### src/inc/retention_map.svh
// Purpose: offsets, field positions, reset values for the retention block
// Assumes: APB, 32-bit data, word aligned registers
// Notes: constants only
`ifndef RETENTION_MAP_SVH
`define RETENTION_MAP_SVH

// ----------------------------------------------------------------
// register offsets
// ----------------------------------------------------------------
`define OFF_CTRL 12'h000
`define OFF_STATUS 12'h004
`define OFF_TIMER 12'h008
`define OFF_WDCS 12'h00C
`define OFF_RSTCTL 12'h010
`define OFF_PORTAB 12'h014
`define OFF_PORTC 12'h018

// ----------------------------------------------------------------
// control bits and fields
// ----------------------------------------------------------------
`define CTRL_MANUAL 0
`define CTRL_STANDBY 1
`define CTRL_SLEEP 2
`define WDCS_OVF 7
`define WDCS_MODE 6
`define WDCS_EN 5
`define WDCS_CKS_HI 2

// ----------------------------------------------------------------
// reset values
// ----------------------------------------------------------------
`define RST_TIMER 32'h0000_0000
`define RST_WDCS 8'h18
`define RST_RSTCTL 8'h1F
`define RST_PORTAB 32'h0000_0000

`endif

### src/inc/retention_pkg.sv
// Purpose: types for the retention block
// Assumes: nothing
// Notes: strobe bundle and power state
package retention_pkg;

  // ----------------------------------------------------------------
  // types
  // ----------------------------------------------------------------
  typedef enum logic [1:0] {
    PS_RUN,
    PS_STANDBY,
    PS_SLEEP
  } power_state_t;

  typedef struct packed {
    logic timer_clr;
    logic wdcs_clr;
    logic rstctl_clr;
    logic portab_clr;
  } init_strobes_t;

endpackage : retention_pkg

### src/rtl/reset_standby_retention.sv
// Purpose: per-state initialization of peripheral registers
// Assumes: APB slave, single clock pclk, pins synchronous
// Notes: zero wait state APB, pslverr on unmapped address
//
// Behaviour
// (RULE1) timer registers cleared on power-on, manual reset, standby entry; held in sleep
// (RULE2) standby entry clears watchdog status bits 7-5, keeps clock select 2-0
// (RULE3) reset control register kept on watchdog reset, else initialized
// (RULE4) port C read gives live pins in low byte, high byte undefined
// (RULE5) port A/B data cleared only on power-on reset
// (RULE6) separate init strobe per retention class from reset source and state
//
// Register access over APB and the register offsets are this design's own decisions.
`timescale 1ns/1ns
`include "retention_map.svh"
module reset_standby_retention
  import retention_pkg::*;
#(
  parameter int TIMER_W = 16
) (
  input wire logic pclk,
  input wire logic presetn,
  input wire logic psel,
  input wire logic penable,
  input wire logic pwrite,
  input wire logic [11:0] paddr,
  input wire logic [31:0] pwdata,
  output logic [31:0] prdata,
  output logic pready,
  output logic pslverr,
  input wire logic manual_reset,
  input wire logic wdt_reset,
  input wire logic standby_req,
  input wire logic sleep_req,
  input wire logic [7:0] port_c_pins,
  output logic [3:0] init_strobes,
  output logic [1:0] power_state
);

  // ----------------------------------------------------------------
  // declarations
  // ----------------------------------------------------------------
  localparam logic [7:0] WDCS_INIT = `RST_WDCS;
  power_state_t ps_q;
  power_state_t ps_d;
  logic standby_entry;
  logic manual_any;
  logic wr;
  logic setup;
  logic hit_ctrl;
  logic hit_status;
  logic hit_timer;
  logic hit_wdcs;
  logic hit_rstctl;
  logic hit_portab;
  logic hit_portc;
  logic hit_any;
  logic wr_ctrl;
  logic wr_timer;
  logic wr_wdcs;
  logic wr_rstctl;
  logic wr_portab;
  logic overflow_flag_q;
  logic timer_mode_select_q;
  logic timer_enable_bit_q;
  logic [1:0] wdcs_spare_q;
  logic [2:0] clock_select_field_q;
  logic [7:0] wdcs_rd;
  logic [7:0] rstctl_q;
  logic [TIMER_W-1:0] timer_q;
  logic [31:0] portab_q;
  logic [2:0] sw_ctrl_q;
  logic [31:0] rdata_d;
  logic rerr_d;
  init_strobes_t str;

  // ----------------------------------------------------------------
  // address decode
  // ----------------------------------------------------------------
  assign setup = psel && !penable;
  assign wr = psel && penable && pwrite;
  assign hit_ctrl = paddr == `OFF_CTRL;
  assign hit_status = paddr == `OFF_STATUS;
  assign hit_timer = paddr == `OFF_TIMER;
  assign hit_wdcs = paddr == `OFF_WDCS;
  assign hit_rstctl = paddr == `OFF_RSTCTL;
  assign hit_portab = paddr == `OFF_PORTAB;
  assign hit_portc = paddr == `OFF_PORTC;
  assign hit_any = hit_ctrl || hit_status || hit_timer || hit_wdcs || hit_rstctl ||
    hit_portab || hit_portc;
  assign wr_ctrl = wr && hit_ctrl;
  assign wr_timer = wr && hit_timer;
  assign wr_wdcs = wr && hit_wdcs;
  assign wr_rstctl = wr && hit_rstctl;
  assign wr_portab = wr && hit_portab;

  // ----------------------------------------------------------------
  // power state and reset source
  // ----------------------------------------------------------------
  assign manual_any = manual_reset || (wr_ctrl && pwdata[`CTRL_MANUAL]);
  assign standby_entry = (ps_q != PS_STANDBY) &&
    (standby_req || (wr_ctrl && pwdata[`CTRL_STANDBY]));

  always_comb begin
    ps_d = ps_q;
    if (manual_any) begin
      ps_d = PS_RUN;
    end else if (standby_entry) begin
      ps_d = PS_STANDBY;
    end else if (sleep_req || sw_ctrl_q[`CTRL_SLEEP]) begin
      ps_d = PS_SLEEP;
    end else if (!standby_req && !sw_ctrl_q[`CTRL_STANDBY]) begin
      ps_d = PS_RUN;
    end
  end

  always_ff @(posedge pclk or negedge presetn) begin
    if (!presetn) begin
      ps_q <= PS_RUN;
    end else begin
      ps_q <= ps_d;
    end
  end

  // ----------------------------------------------------------------
  // software control
  // ----------------------------------------------------------------
  always_ff @(posedge pclk or negedge presetn) begin
    if (!presetn) begin
      sw_ctrl_q <= 3'h0;
    end else if (wr_ctrl) begin
      sw_ctrl_q <= {pwdata[`CTRL_SLEEP], pwdata[`CTRL_STANDBY], 1'b0};
    end
  end

  // ----------------------------------------------------------------
  // init strobes per retention class
  // ----------------------------------------------------------------
  always_comb begin
    str.timer_clr = manual_any || standby_entry; // RULE1 RULE6
    str.wdcs_clr = manual_any || standby_entry; // RULE2 RULE6
    str.rstctl_clr = manual_any ? !wdt_reset : standby_entry; // RULE3 RULE6
    str.portab_clr = 1'b0; // RULE5 RULE6
  end

  always_ff @(posedge pclk or negedge presetn) begin
    if (!presetn) begin
      init_strobes <= 4'h0;
    end else begin
      init_strobes <= str;
    end
  end

  always_ff @(posedge pclk or negedge presetn) begin
    if (!presetn) begin
      power_state <= 2'h0;
    end else begin
      power_state <= ps_q;
    end
  end

  // ----------------------------------------------------------------
  // timer registers
  // ----------------------------------------------------------------
  always_ff @(posedge pclk or negedge presetn) begin
    if (!presetn) begin
      timer_q <= TIMER_W'(`RST_TIMER);
    end else if (str.timer_clr) begin
      timer_q <= TIMER_W'(`RST_TIMER); // RULE1
    end else if (wr_timer) begin
      timer_q <= pwdata[TIMER_W-1:0];
    end
  end

  // ----------------------------------------------------------------
  // watchdog control/status fields
  // ----------------------------------------------------------------
  always_ff @(posedge pclk or negedge presetn) begin
    if (!presetn) begin
      overflow_flag_q <= WDCS_INIT[`WDCS_OVF];
    end else if (manual_any) begin
      overflow_flag_q <= WDCS_INIT[`WDCS_OVF];
    end else if (standby_entry) begin
      overflow_flag_q <= 1'b0; // RULE2
    end else if (wr_wdcs) begin
      overflow_flag_q <= pwdata[`WDCS_OVF];
    end
  end

  always_ff @(posedge pclk or negedge presetn) begin
    if (!presetn) begin
      timer_mode_select_q <= WDCS_INIT[`WDCS_MODE];
    end else if (manual_any) begin
      timer_mode_select_q <= WDCS_INIT[`WDCS_MODE];
    end else if (standby_entry) begin
      timer_mode_select_q <= 1'b0; // RULE2
    end else if (wr_wdcs) begin
      timer_mode_select_q <= pwdata[`WDCS_MODE];
    end
  end

  always_ff @(posedge pclk or negedge presetn) begin
    if (!presetn) begin
      timer_enable_bit_q <= WDCS_INIT[`WDCS_EN];
    end else if (manual_any) begin
      timer_enable_bit_q <= WDCS_INIT[`WDCS_EN];
    end else if (standby_entry) begin
      timer_enable_bit_q <= 1'b0; // RULE2
    end else if (wr_wdcs) begin
      timer_enable_bit_q <= pwdata[`WDCS_EN];
    end
  end

  always_ff @(posedge pclk or negedge presetn) begin
    if (!presetn) begin
      wdcs_spare_q <= WDCS_INIT[`WDCS_EN-1:`WDCS_CKS_HI+1];
    end else if (manual_any) begin
      wdcs_spare_q <= WDCS_INIT[`WDCS_EN-1:`WDCS_CKS_HI+1];
    end else if (wr_wdcs) begin
      wdcs_spare_q <= pwdata[`WDCS_EN-1:`WDCS_CKS_HI+1];
    end
  end

  always_ff @(posedge pclk or negedge presetn) begin
    if (!presetn) begin
      clock_select_field_q <= WDCS_INIT[`WDCS_CKS_HI:0];
    end else if (manual_any) begin
      clock_select_field_q <= WDCS_INIT[`WDCS_CKS_HI:0];
    end else if (wr_wdcs) begin
      clock_select_field_q <= pwdata[`WDCS_CKS_HI:0]; // RULE2
    end
  end

  assign wdcs_rd = {overflow_flag_q, timer_mode_select_q, timer_enable_bit_q, wdcs_spare_q,
    clock_select_field_q};

  // ----------------------------------------------------------------
  // reset control register
  // ----------------------------------------------------------------
  always_ff @(posedge pclk or negedge presetn) begin
    if (!presetn) begin
      rstctl_q <= `RST_RSTCTL;
    end else if (str.rstctl_clr) begin
      rstctl_q <= `RST_RSTCTL; // RULE3
    end else if (wr_rstctl) begin
      rstctl_q <= pwdata[7:0];
    end
  end

  // ----------------------------------------------------------------
  // port a/b data
  // ----------------------------------------------------------------
  always_ff @(posedge pclk or negedge presetn) begin
    if (!presetn) begin
      portab_q <= `RST_PORTAB; // RULE5
    end else if (wr_portab) begin
      portab_q <= pwdata;
    end
  end

  // ----------------------------------------------------------------
  // apb read mux
  // ----------------------------------------------------------------
  always_comb begin
    rdata_d = 32'h0000_0000;
    rerr_d = !hit_any;
    if (hit_ctrl) begin
      rdata_d = {29'h0, sw_ctrl_q};
    end else if (hit_status) begin
      rdata_d = {30'h0, ps_q};
    end else if (hit_timer) begin
      rdata_d = 32'(timer_q);
    end else if (hit_wdcs) begin
      rdata_d = {24'h0, wdcs_rd};
    end else if (hit_rstctl) begin
      rdata_d = {24'h0, rstctl_q};
    end else if (hit_portab) begin
      rdata_d = portab_q;
    end else if (hit_portc) begin
      rdata_d = {24'h0, port_c_pins}; // RULE4
    end
  end

  // ----------------------------------------------------------------
  // apb answer
  // ----------------------------------------------------------------
  always_ff @(posedge pclk or negedge presetn) begin
    if (!presetn) begin
      pready <= 1'b0;
    end else begin
      pready <= setup;
    end
  end

  always_ff @(posedge pclk or negedge presetn) begin
    if (!presetn) begin
      pslverr <= 1'b0;
    end else begin
      pslverr <= setup && rerr_d;
    end
  end

  always_ff @(posedge pclk or negedge presetn) begin
    if (!presetn) begin
      prdata <= 32'h0000_0000;
    end else if (setup) begin
      prdata <= rdata_d;
    end else begin
      prdata <= 32'h0000_0000;
    end
  end

endmodule : reset_standby_retention

### config.mk
export PLATFORM = sky130hd
export DESIGN_NAME = reset_standby_retention
export DESIGN_NICKNAME = d
export VERILOG_FILES = /design/src/inc/retention_pkg.sv /design/src/rtl/reset_standby_retention.sv
export VERILOG_INCLUDE_DIRS = /design/src /design/src/inc
export SDC_FILE = /design/constraint.sdc
export NUM_CORES = 1
export LEC_CHECK = 0
export BUFFER_PORTS_ARGS = -buffer_cell sky130_fd_sc_hd__buf_4
export CAP_MARGIN = 25
export CORE_MARGIN = 2
export CORE_UTILIZATION = 54
export CTS_BUF_LIST = sky130_fd_sc_hd__clkbuf_16
export CTS_CLUSTER_DIAMETER = 120
export DETAILED_ROUTE_END_ITERATION = 12
export PLACE_DENSITY = 0.79
export SLEW_MARGIN = 15
export SYNTH_ARGS = -nofsm -noshare
export SYNTH_HDL_FRONTEND = slang
export SYNTH_SLANG_ARGS = --single-unit
export TNS_END_PERCENT = 10
### constraint.sdc
create_clock -name pclk -period 1.66 [get_ports pclk]
set_input_delay 0.332 -clock pclk [delete_from_list [all_inputs] [get_ports pclk]]
set_output_delay 0.332 -clock pclk [all_outputs]
set_load 0.005 [all_outputs]
Yosys cells after proc, flatten, opt, wreduce, memory -nomap -nowiden
Index checks and enable logic that the tools add are counted.
Storage, ports and cells
  input bits: 61
  bits in registers: 106
  output and inout bits: 40
  word-level logic and storage cells: 86
Operators by class
  equality and inequality tests: 7
  muxes and demuxes: 30
  reduce and logical (&&, ||, !) cells: 34
Operators by type and width (number)
  $mux W32: 7
  $eq A12 B5 Y1 const B: 3
  $mux W16: 2
  $eq A12 B4 Y1 const B: 2
  $mux W8: 3
  $logic_and A1 B1 Y1: 13
  $eq A12 B3 Y1 const B: 1
  $logic_not A12 Y1: 1
  $mux W2: 6
  $logic_or A1 B1 Y1: 10
  $mux W1: 10
  $mux W3: 2
  $reduce_bool A2 Y1: 3
  $logic_not A1 Y1: 5
  $reduce_bool A4 Y1: 1
  $reduce_bool A3 Y1: 1
  $ne A2 B1 Y1 const B: 1

Logic depth before layout (Yosys ltp)
Gate-level depths: netlist of run 1.
  word-level depth: 9
  gate-level depth with buffers: 8

Worst setup path after synthesis of run 1
OpenSTA, ideal clock, no wires.
  kind: in2reg
  start: input port paddr[3]
  end: register rstctl_q[5]
  arrival time: 2.145 ns
  setup time: 0.072 ns
  buffers on the path: 2
  stages on the path: 8
  setup slack: -0.557 ns
  required time: 1.588 ns
  cells stage by stage: buf_6 or4_1 clkbuf_2 nor4_4 nor4b_1 a211oi_2 inv_2 nor2_1
RTL lines
  start: declaration: line reset_standby_retention.sv:26  | input wire logic [11:0] paddr,
  end signal: assignment: line reset_standby_retention.sv:242  | rstctl_q <= `RST_RSTCTL;
  end signal: assignment: line reset_standby_retention.sv:244  | rstctl_q <= `RST_RSTCTL;
  end signal: assignment: line reset_standby_retention.sv:246  | rstctl_q <= pwdata[7:0];
  end: declaration: line reset_standby_retention.sv:69  | logic [7:0] rstctl_q;

==> results of run 1 <==
sequential cells by signal (all words and copies together), names as in the netlist, 2 cells and up:
register,cells
portab_q,32
prdata,32
timer_q,16
rstctl_q,8
clock_select_field_q,3
init_strobes,2
power_state,2
ps_q,2
sw_ctrl_q,2
wdcs_spare_q,2
power by group through the flow:
| stage | clock [mW] | combinational, mW | sequential [mW] |
|---|---|---|---|
| 6_report | 1.96 | 0.425 | 2.60 |
| 5_1_grt | 2.11 | 0.461 | 2.60 |
| 4_1_cts | 2.01 | 0.416 | 2.60 |
| 3_5_place_dp | 0 | 0.409 | 2.65 |
| 3_3_place_gp | 0 | 0.402 | 2.65 |
| 2_1_floorplan | 0 | 0.117 | 2.65 |
what timing repair did:
action / CTS / global route
pin swaps: 3 / 1
hold endpoints to repair: 21 / 0
setup endpoints to repair: 25 / 52
gates resized for setup: 3 / 11
hold buffers: 1 / 0
buffers inserted: 1 / 0
worst max-delay path, cell delays in order:
cell	delay, ns
buf_8	0.10
or4_4	0.54
nor4_4	0.30
buf_6	0.16
a31o_2	0.16
a211oi_2	0.04
buf_4	0.18
inv_4	0.07
nor2_2	0.03
layer usage:
metal	GRT usage [%]	part of all wire [%]	vias up
li1	-	-	1739
met1	32.9	40	1841
met2	45.2	50	140
met3	7.52	8.4	22
met4	9.29	1.8	0
met5	0	0	-
synth_stat cells, types with 2 or more instances:
library cell  instances  area, um^2
a2bb2oi_1             3        26.3
a211oi_1              2        15.0
o21ai_0               8        40.0
nand2b_1              2        12.5
nor2_1               32         120
o211ai_1              3        22.5
mux2i_1              17         170
inv_1                11        41.3
inv_2                 2        7.51
buf_2                 5        25.0
nor4_1                6        37.5
or2_2                 3        18.8
or4_1                 3        22.5
nor2b_1               4        25.0
a22oi_1               8        60.1
mux2_2               37         417
dfrtp_1              99        2480
nand2_1              51         191
a221oi_1              4        35.0
buf_4                 2        15.0
dfstp_2               7         184
or3_1                 6        37.5
a21oi_1              29         145
clkbuf_1             16        60.1
and3_1               18         113
nor3_1                7        35.0
nand3_1               3        15.0
o22ai_1               2        12.5
nand4_1               3        18.8
kinds of logic after synthesis:
group                  after synthesis
AO/OA/AOI/OAI                       70
buffers and inverters               39
flip-flops                         106
multiplexers                        54
other                                1
AND/OR/NAND/NOR                    145
cells in the final DEF (no fill, tap or decap), drive strengths merged, types with 9 or more instances in the layout:
| cell | Yosys | layout |
|---|---|---|
| inv | 13 | 15 |
| nor2 | 32 | 32 |
| buf | 8 | 146 |
| nand2 | 51 | 51 |
| mux2i | 17 | 17 |
| dfrtp | 99 | 99 |
| o21ai | 9 | 9 |
| and3 | 18 | 18 |
| a21oi | 29 | 29 |
| clkbuf | 17 | 9 |
| mux2 | 37 | 37 |
stage by stage:
step	setup TNS [ns]	setup slack [ns]	cells	area, um^2	util (%)
floorplan	-19.50	-0.330	415	4680	-
global placement	-23.43	-0.399	640	5830	70.9
detailed placement	-24.57	-0.460	640	5830	70.9
CTS	-0.424	-0.0642	657	6130	74.6
finish	-0.0969	-0.0311	657	6180	75.3
global route	-1.62	-0.0983	657	6180	75.3
cell type report:
cell class              count  area [um^2]
clock buffers               9          225
clock inverters             6         51.3
fillers                   548         2030
inverters                  14         55.1
multi-input cells         270         1870
flip-flops and latches    106         2660
well taps                 105          131
repair buffers            147         1190
worst max path at each step:
| stage | slack (ns) | depth (start not counted) | to |
|---|---|---|---|
| 2_1_floorplan | -0.33 | 6 | rstctl_q[5] |
| 3_3_place_gp | -0.40 | 9 | rstctl_q[6] |
| 3_5_place_dp | -0.46 | 9 | rstctl_q[7] |
| 4_1_cts | -0.06 | 9 | rstctl_q[6] |
| 5_1_grt | -0.1 | 9 | rstctl_q[5] |
| 6_report | -0.03 | 9 | rstctl_q[7] |
==> Implementation_results.wiki, run 1 <==
{| class="wikitable"
! Metric !! Value
|-
| Origin of the worst min-delay path || pwdata[23]
|-
| Kind of end point of the critical path || register
|-
| R2R depth || 6
|-
| Standard cell core area || a little over 8000 um^2
|-
| Multiplexer area fraction after synthesis || between 10 and 15%
|-
| Signal arrival time at the worst endpoint || 1.92 ns
|-
| Fraction of the cycle the final worst path needs || 102%
|-
| Clock Tree Root || clkbuf_16
|-
| CP Data Required Time || approximately 1.9 ns
|-
| Maximum clock insertion buffer count || 2
|-
| Post-layout min period || between 1.5 and 2 ns
|-
| Vias in the first global route || between 3,000 and 4,000
|-
| Setup crit start || paddr[9]
|-
| Hold path endpoint || portab_q[23]
|-
| Final count of hold timing violations || 0
|-
| Net switching component of the power || 1.16 mW
|-
| IR Drop Worst-Case VDD || ~620 uV
|-
| Die area || approximately 9000 um^2
|-
| Final weighted congestion of routability-driven global placement || roughly 1
|-
| # diodes || 0
|-
| Minimum hold slack || ~0.22 ns
|-
| Worst path setup slack after routing || -0.0311 ns
|-
| Cell area after synthesis || 4600 um^2
|-
| Pin count of the biggest net entering global routing || 50
|-
| Count of synthesis-stage warnings from yosys || 0
|-
| Most used DFF post-synth || dfrtp_1
|-
| Clk slew on worst S/H paths || about 0.070 ns
|-
| Clock insertion delay at the later pin of the skew report || between 0.3 and 0.4 ns
|-
| Die X || slightly below 100 um
|-
| Leakage power || just over 3 nW
|-
| Clk sinks || about 110
|-
| Nature of the critical path startpoint || primary input
|-
| Count of routing violations after the opening detailed-route iteration || 165
|-
| Part of the Yosys area used for sequential elements || 57.9%
|-
| Combined global-route utilization of all metal layers || a little over a quarter
|-
| CTS tree || built
|-
| Initial standard-cell utilization of the core || 56.0%
|-
| Unrepaired setup endpoints after global routing || true
|-
| Proportion of power drawn by flip-flops and latches || between 50% and 60%
|-
| Global-route wire length before repair || around 19,000 um
|-
| Origin of the critical flop-to-flop path || ps_q[0]
|-
| Layout overhead on the synthesized area || 34.5%
|-
| Ratio of cells with drive above 1 in the final layout || about two fifths
|-
| Post-synthesis adder-cell area fraction || 0%
|-
| Combinational family with the most area after synthesis || simple AND/OR/NAND/NOR gates
|-
| Final slew viol count || 0
|-
| Internal power || 3.82 mW
|-
| FFs w/ async S/R, synth || between 90% and 100%
|-
| Synthesized Nets || 476
|-
| Simple-Gate Fraction of Synth Area || 15.8%
|-
| # setup viols final || 4
|-
| Pwr Density || slightly above 800 nW/um^2
|-
| Count of flip-flops with a built-in enable after synthesis || 0
|-
| Routed vias || approximately 3,700
|-
| Parity-gate share of the synthesized area counting xor and xnor cells || 0%
|-
| Violations in the final reports || negative setup slack
|-
| Top achievable clock speed || 591 MHz
|-
| DRC violations left || 0
|-
| Per-instance average area after synthesis || about 11 um^2
|-
| Worst flop-to-flop path endpoint || timer_q[9]
|-
| Number of nets in the layout || 609
|-
| Cells on Worst Hold Path || 2
|-
| Vias per cell || 5.70
|-
| Share of the synthesized area in compound gates (AO/OA/AOI/OAI) || roughly 10%
|-
| R2r setup slk || between 0.15 and 0.2 ns
|-
| Total number of H-tree levels || 3
|-
| Final clock skew || between 0.007 and 0.008 ns
|-
| MaxCap Viol Count || 0
|-
| Classification of the worst setup path || primary input to register
|-
| Number of ports placed on the die boundary || around 100
|-
| GRT Residual Overflow || 0
|-
| Transition time at the pin with the least slew margin || between 0.5 and 0.6 ns
|-
| Total of buffers placed on input and output ports || slightly below 100
|-
| Routed wirelength normalized by instance count || roughly 18 um
|-
| Power share of the combinational group || under 10%
|-
| Total half-perimeter wirelength after legalization and detailed placement || just over 8000 um
|-
| Count of cell types in the netlist || a little over 50
|-
| Portion of total power attributed to the clock network || between 30% and 40%
|-
| Status || finished with violations
|-
| Syn Inst Count || ~420
|-
| Critical Path Fanout Max || 7
|-
| Switching portion of total power || between 20% and 30%
|-
| Tot Pwr || 4.99 mW
|-
| Number of antenna violations at the first check in global routing || 0
|-
| Final routed wirelength across all metal layers || about 12,000 um
|-
| Die Y || 96.3 um
|-
| Number of buffers created by CTS || 9
|-
| Flops & latches, synth || roughly 110
|-
| Floorplan row count || 33
|-
| Hold Path Class || primary input to register
|-
| Worst max-slew margin expressed relative to the limit || about 65%
|-
| Count of nets left with antenna violations after detail routing || 0
|-
| First-pass iteration count of the detailed router || 5
|}
No activity file was read; power rests on OpenSTA's default activity.
==> inputs of run 2 (changes only) <==
--- a/config.mk
+++ b/config.mk
@@ -8,12 +8,14 @@
 export LEC_CHECK = 0
 export BUFFER_PORTS_ARGS = -buffer_cell sky130_fd_sc_hd__buf_4
 export CAP_MARGIN = 25
+export CELL_PAD_IN_SITES_DETAIL_PLACEMENT = 0
+export CELL_PAD_IN_SITES_GLOBAL_PLACEMENT = 1
 export CORE_MARGIN = 2
-export CORE_UTILIZATION = 54
+export CORE_UTILIZATION = 42
 export CTS_BUF_LIST = sky130_fd_sc_hd__clkbuf_16
 export CTS_CLUSTER_DIAMETER = 120
 export DETAILED_ROUTE_END_ITERATION = 12
-export PLACE_DENSITY = 0.79
+export PLACE_DENSITY_LB_ADDON = 0.1
 export SLEW_MARGIN = 15
 export SYNTH_ARGS = -nofsm -noshare
 export SYNTH_HDL_FRONTEND = slang
==> run 2 against run 1 <==
Effect of this change: the run still ends with negative setup slack left; sequential power about the same; worst hold slack worse by 0.0046 ns; wire length up 7.0%; critical path depth down 1; via count about the same; first-iteration DRC count down 4.8%; cell count up 7.8%; power up 3.3%; maximum frequency down 2.9%; utilization down 15 points; largest cell class unchanged.
==> Implementation_results.wiki, run 2 (synthesis gave the netlist of run 1 again) <==
{| class="wikitable"
! Metric !! Value
|-
| Number of antenna violations at the first check in global routing || 0
|-
| Largest registers in the final layout || portab_q (32), prdata (32), timer_q (16)
|-
| Number of ports placed on the die boundary || slightly above 100
|-
| Floorplan row count || 38
|-
| Slowest-stage cell, CP || or4_4
|-
| Final clock skew || just under 0.008 ns
|-
| Count of nets left with antenna violations after detail routing || 0
|-
| Total of buffers placed on input and output ports || 99
|-
| Minimum hold slack || ~0.21 ns
|-
| Final slew viol count || 0
|-
| Worst path setup slack after routing || -0.0817 ns
|-
| Unrepaired setup endpoints after global routing || true
|-
| R2r setup slk || 0.08 ns
|-
| Clock insertion delay at the later pin of the skew report || roughly 0.35 ns
|-
| Standard cell core area || ~11,000 um^2
|-
| Routed vias || 3,739
|-
| Internal power || around 3.9 mW
|-
| Maximum clock insertion buffer count || 2
|-
| Signal arrival time at the worst endpoint || between 1.5 and 2 ns
|-
| Crit path max-delay family || simple AND/OR/NAND/NOR gates
|-
| Post-layout min period || about 1.7 ns
|-
| GR peak layer || met2
|-
| Most common library cell in the layout ignoring fill and taps || buf_4
|-
| Number of buffers created by CTS || 9
|-
| Worst stage delay on the critical path || about 0.57 ns
|-
| Number of nets in the layout || roughly 620
|-
| Placement-stage worst setup slack || -0.457 ns
|-
| Violations in the final reports || negative setup slack
|-
| Portion of total power attributed to the clock network || between 40% and 50%
|-
| Tot Pwr || 5.15 mW
|-
| Clock Tree Root || clkbuf_16
|-
| Placed insts || 689
|-
| Met1 GRT Util || 28.1%
|-
| DRC violations left || 0
|-
| # diodes || 0
|-
| Number of inserted filler cells in the final layout || 949
|-
| Vias in the first global route || 3,799
|-
| Final weighted congestion of routability-driven global placement || 0.776
|-
| Total half-perimeter wirelength after legalization and detailed placement || a little under 9000 um
|-
| Critical Path Fanout Max || 10
|-
| Number of buffers and inverters on the critical path || 3
|-
| # setup viols final || 30
|-
| Leakage power || 3.14 nW
|-
| Met3 global-route usage || between 2 and 3%
|-
| Kind of end point of the critical path || register
|-
| Pwr Density || 799 nW/um^2
|-
| Final core occ || between 50% and 60%
|-
| Proportion of power drawn by flip-flops and latches || about half
|-
| Post-placement cell area || between 5000 and 6000 um^2
|-
| Final non-filler cell area || 6440 um^2
|-
| Layout overhead on the synthesized area || 40.2%
|-
| Final count of hold timing violations || 0
|-
| Initial standard-cell utilization of the core || 42.8%
|-
| Setup TNS after final layout || -1.62 ns
|-
| Fraction of the cycle the final worst path needs || 105%
|-
| Status || finished with violations
|-
| Count of routing violations after the opening detailed-route iteration || ~160
|-
| Final cell count without fillers || 708
|-
| Switching portion of total power || 24.9%
|-
| Die Y || 109 um
|-
| Top library cells by usage in the layout, fill and taps aside || buf_4, dfrtp_1, nand2_1
|-
| Classification of the worst setup path || primary input to register
|-
| Ratio of cells with drive above 1 in the final layout || 44.2%
|-
| Final routed wirelength across all metal layers || 12,500 um
|-
| Routing usage on met2 || between 30% and 40%
|-
| Die area || 11,800 um^2
|-
| First-pass iteration count of the detailed router || 4
|-
| Routed wirelength normalized by instance count || 17.7 um
|-
| Ordered list of cells on the worst path || buf_4, or4_4, nor4_4, buf_6, o21bai_2, nand2_4, clkbuf_16, a21oi_1
|-
| Top achievable clock speed || 574 MHz
|-
| Vias per cell || 5.28
|-
| Net switching component of the power || 1.28 mW
|-
| GRT Residual Overflow || 0
|-
| Power share of the combinational group || 9.2%
|-
| CTS tree || built
|-
| IR Drop Worst-Case VDD || 420 uV
|-
| Die X || 109 um
|-
| Combined global-route utilization of all metal layers || 21.6%
|-
| Clk sinks || about 110
|-
| Global-route wire length before repair || between 15,000 and 20,000 um
|-
| MaxCap Viol Count || 0
|-
| CP Data Required Time || between 1.5 and 2 ns
|-
| Hold Path Class || primary input to register
|-
| Clk slew on worst S/H paths || ~0.070 ns
|-
| Nature of the critical path startpoint || primary input
|-
| Pin count of the biggest net entering global routing || between 40 and 50
|-
| Total number of H-tree levels || 3
|}
[run 2: timing repair]
| action | in CTS | in global routing |
|---|---|---|
| cloned | 0 | 2 |
| resized for setup | 2 | 23 |
| hold buffers | 1 | 0 |
| endpoints found under the setup margin | 48 | 70 |
| buffers inserted | 1 | 1 |
| pin swaps | 1 | 2 |
| endpoints found under the hold margin | 29 | 0 |
[run 2: metal layers]
layer  vias up  part of all wire [%]
li1       1760                     -
met1      1848                    44
met2       100                    49
met3        31                   4.7
met4         0                   3.0
met5         -                     0
[run 2: worst paths after layout]
check	start	to	cells past startpoint
worst max-delay path	paddr[5]	timer_q[14]	8
min in group asynchronous	presetn	prdata[26]	2
max in group asynchronous	presetn	rstctl_q[3]	3
worst min-delay path	pwdata[26]	portab_q[26]	2
worst min register to register	ps_q[1]	power_state[1]	0
worst max register to register	ps_q[0]	timer_q[8]	6
[run 2: final cells by class]
| class | instances | area (um^2) | area share (%) |
|---|---|---|---|
| clock buffers | 9 | 225 | 3.49 |
| multi-input cells | 270 | 1930 | 29.9 |
| flip-flops and latches | 106 | 2660 | 41.3 |
| inverters | 14 | 55.1 | 0.854 |
| clock inverters | 7 | 60.1 | 0.932 |
| well taps | 140 | 175 | 2.72 |
| repair buffers | 162 | 1340 | 20.8 |
[run 2: power groups by stage]
stage	combinational [mW]	clock, mW	sequential, mW
after floorplan	0.117	0	2.65
after global placement	0.427	0	2.65
after detailed placement	0.433	0	2.65
after CTS	0.438	2.09	2.60
after global routing	0.517	2.21	2.60
final	0.476	2.07	2.60
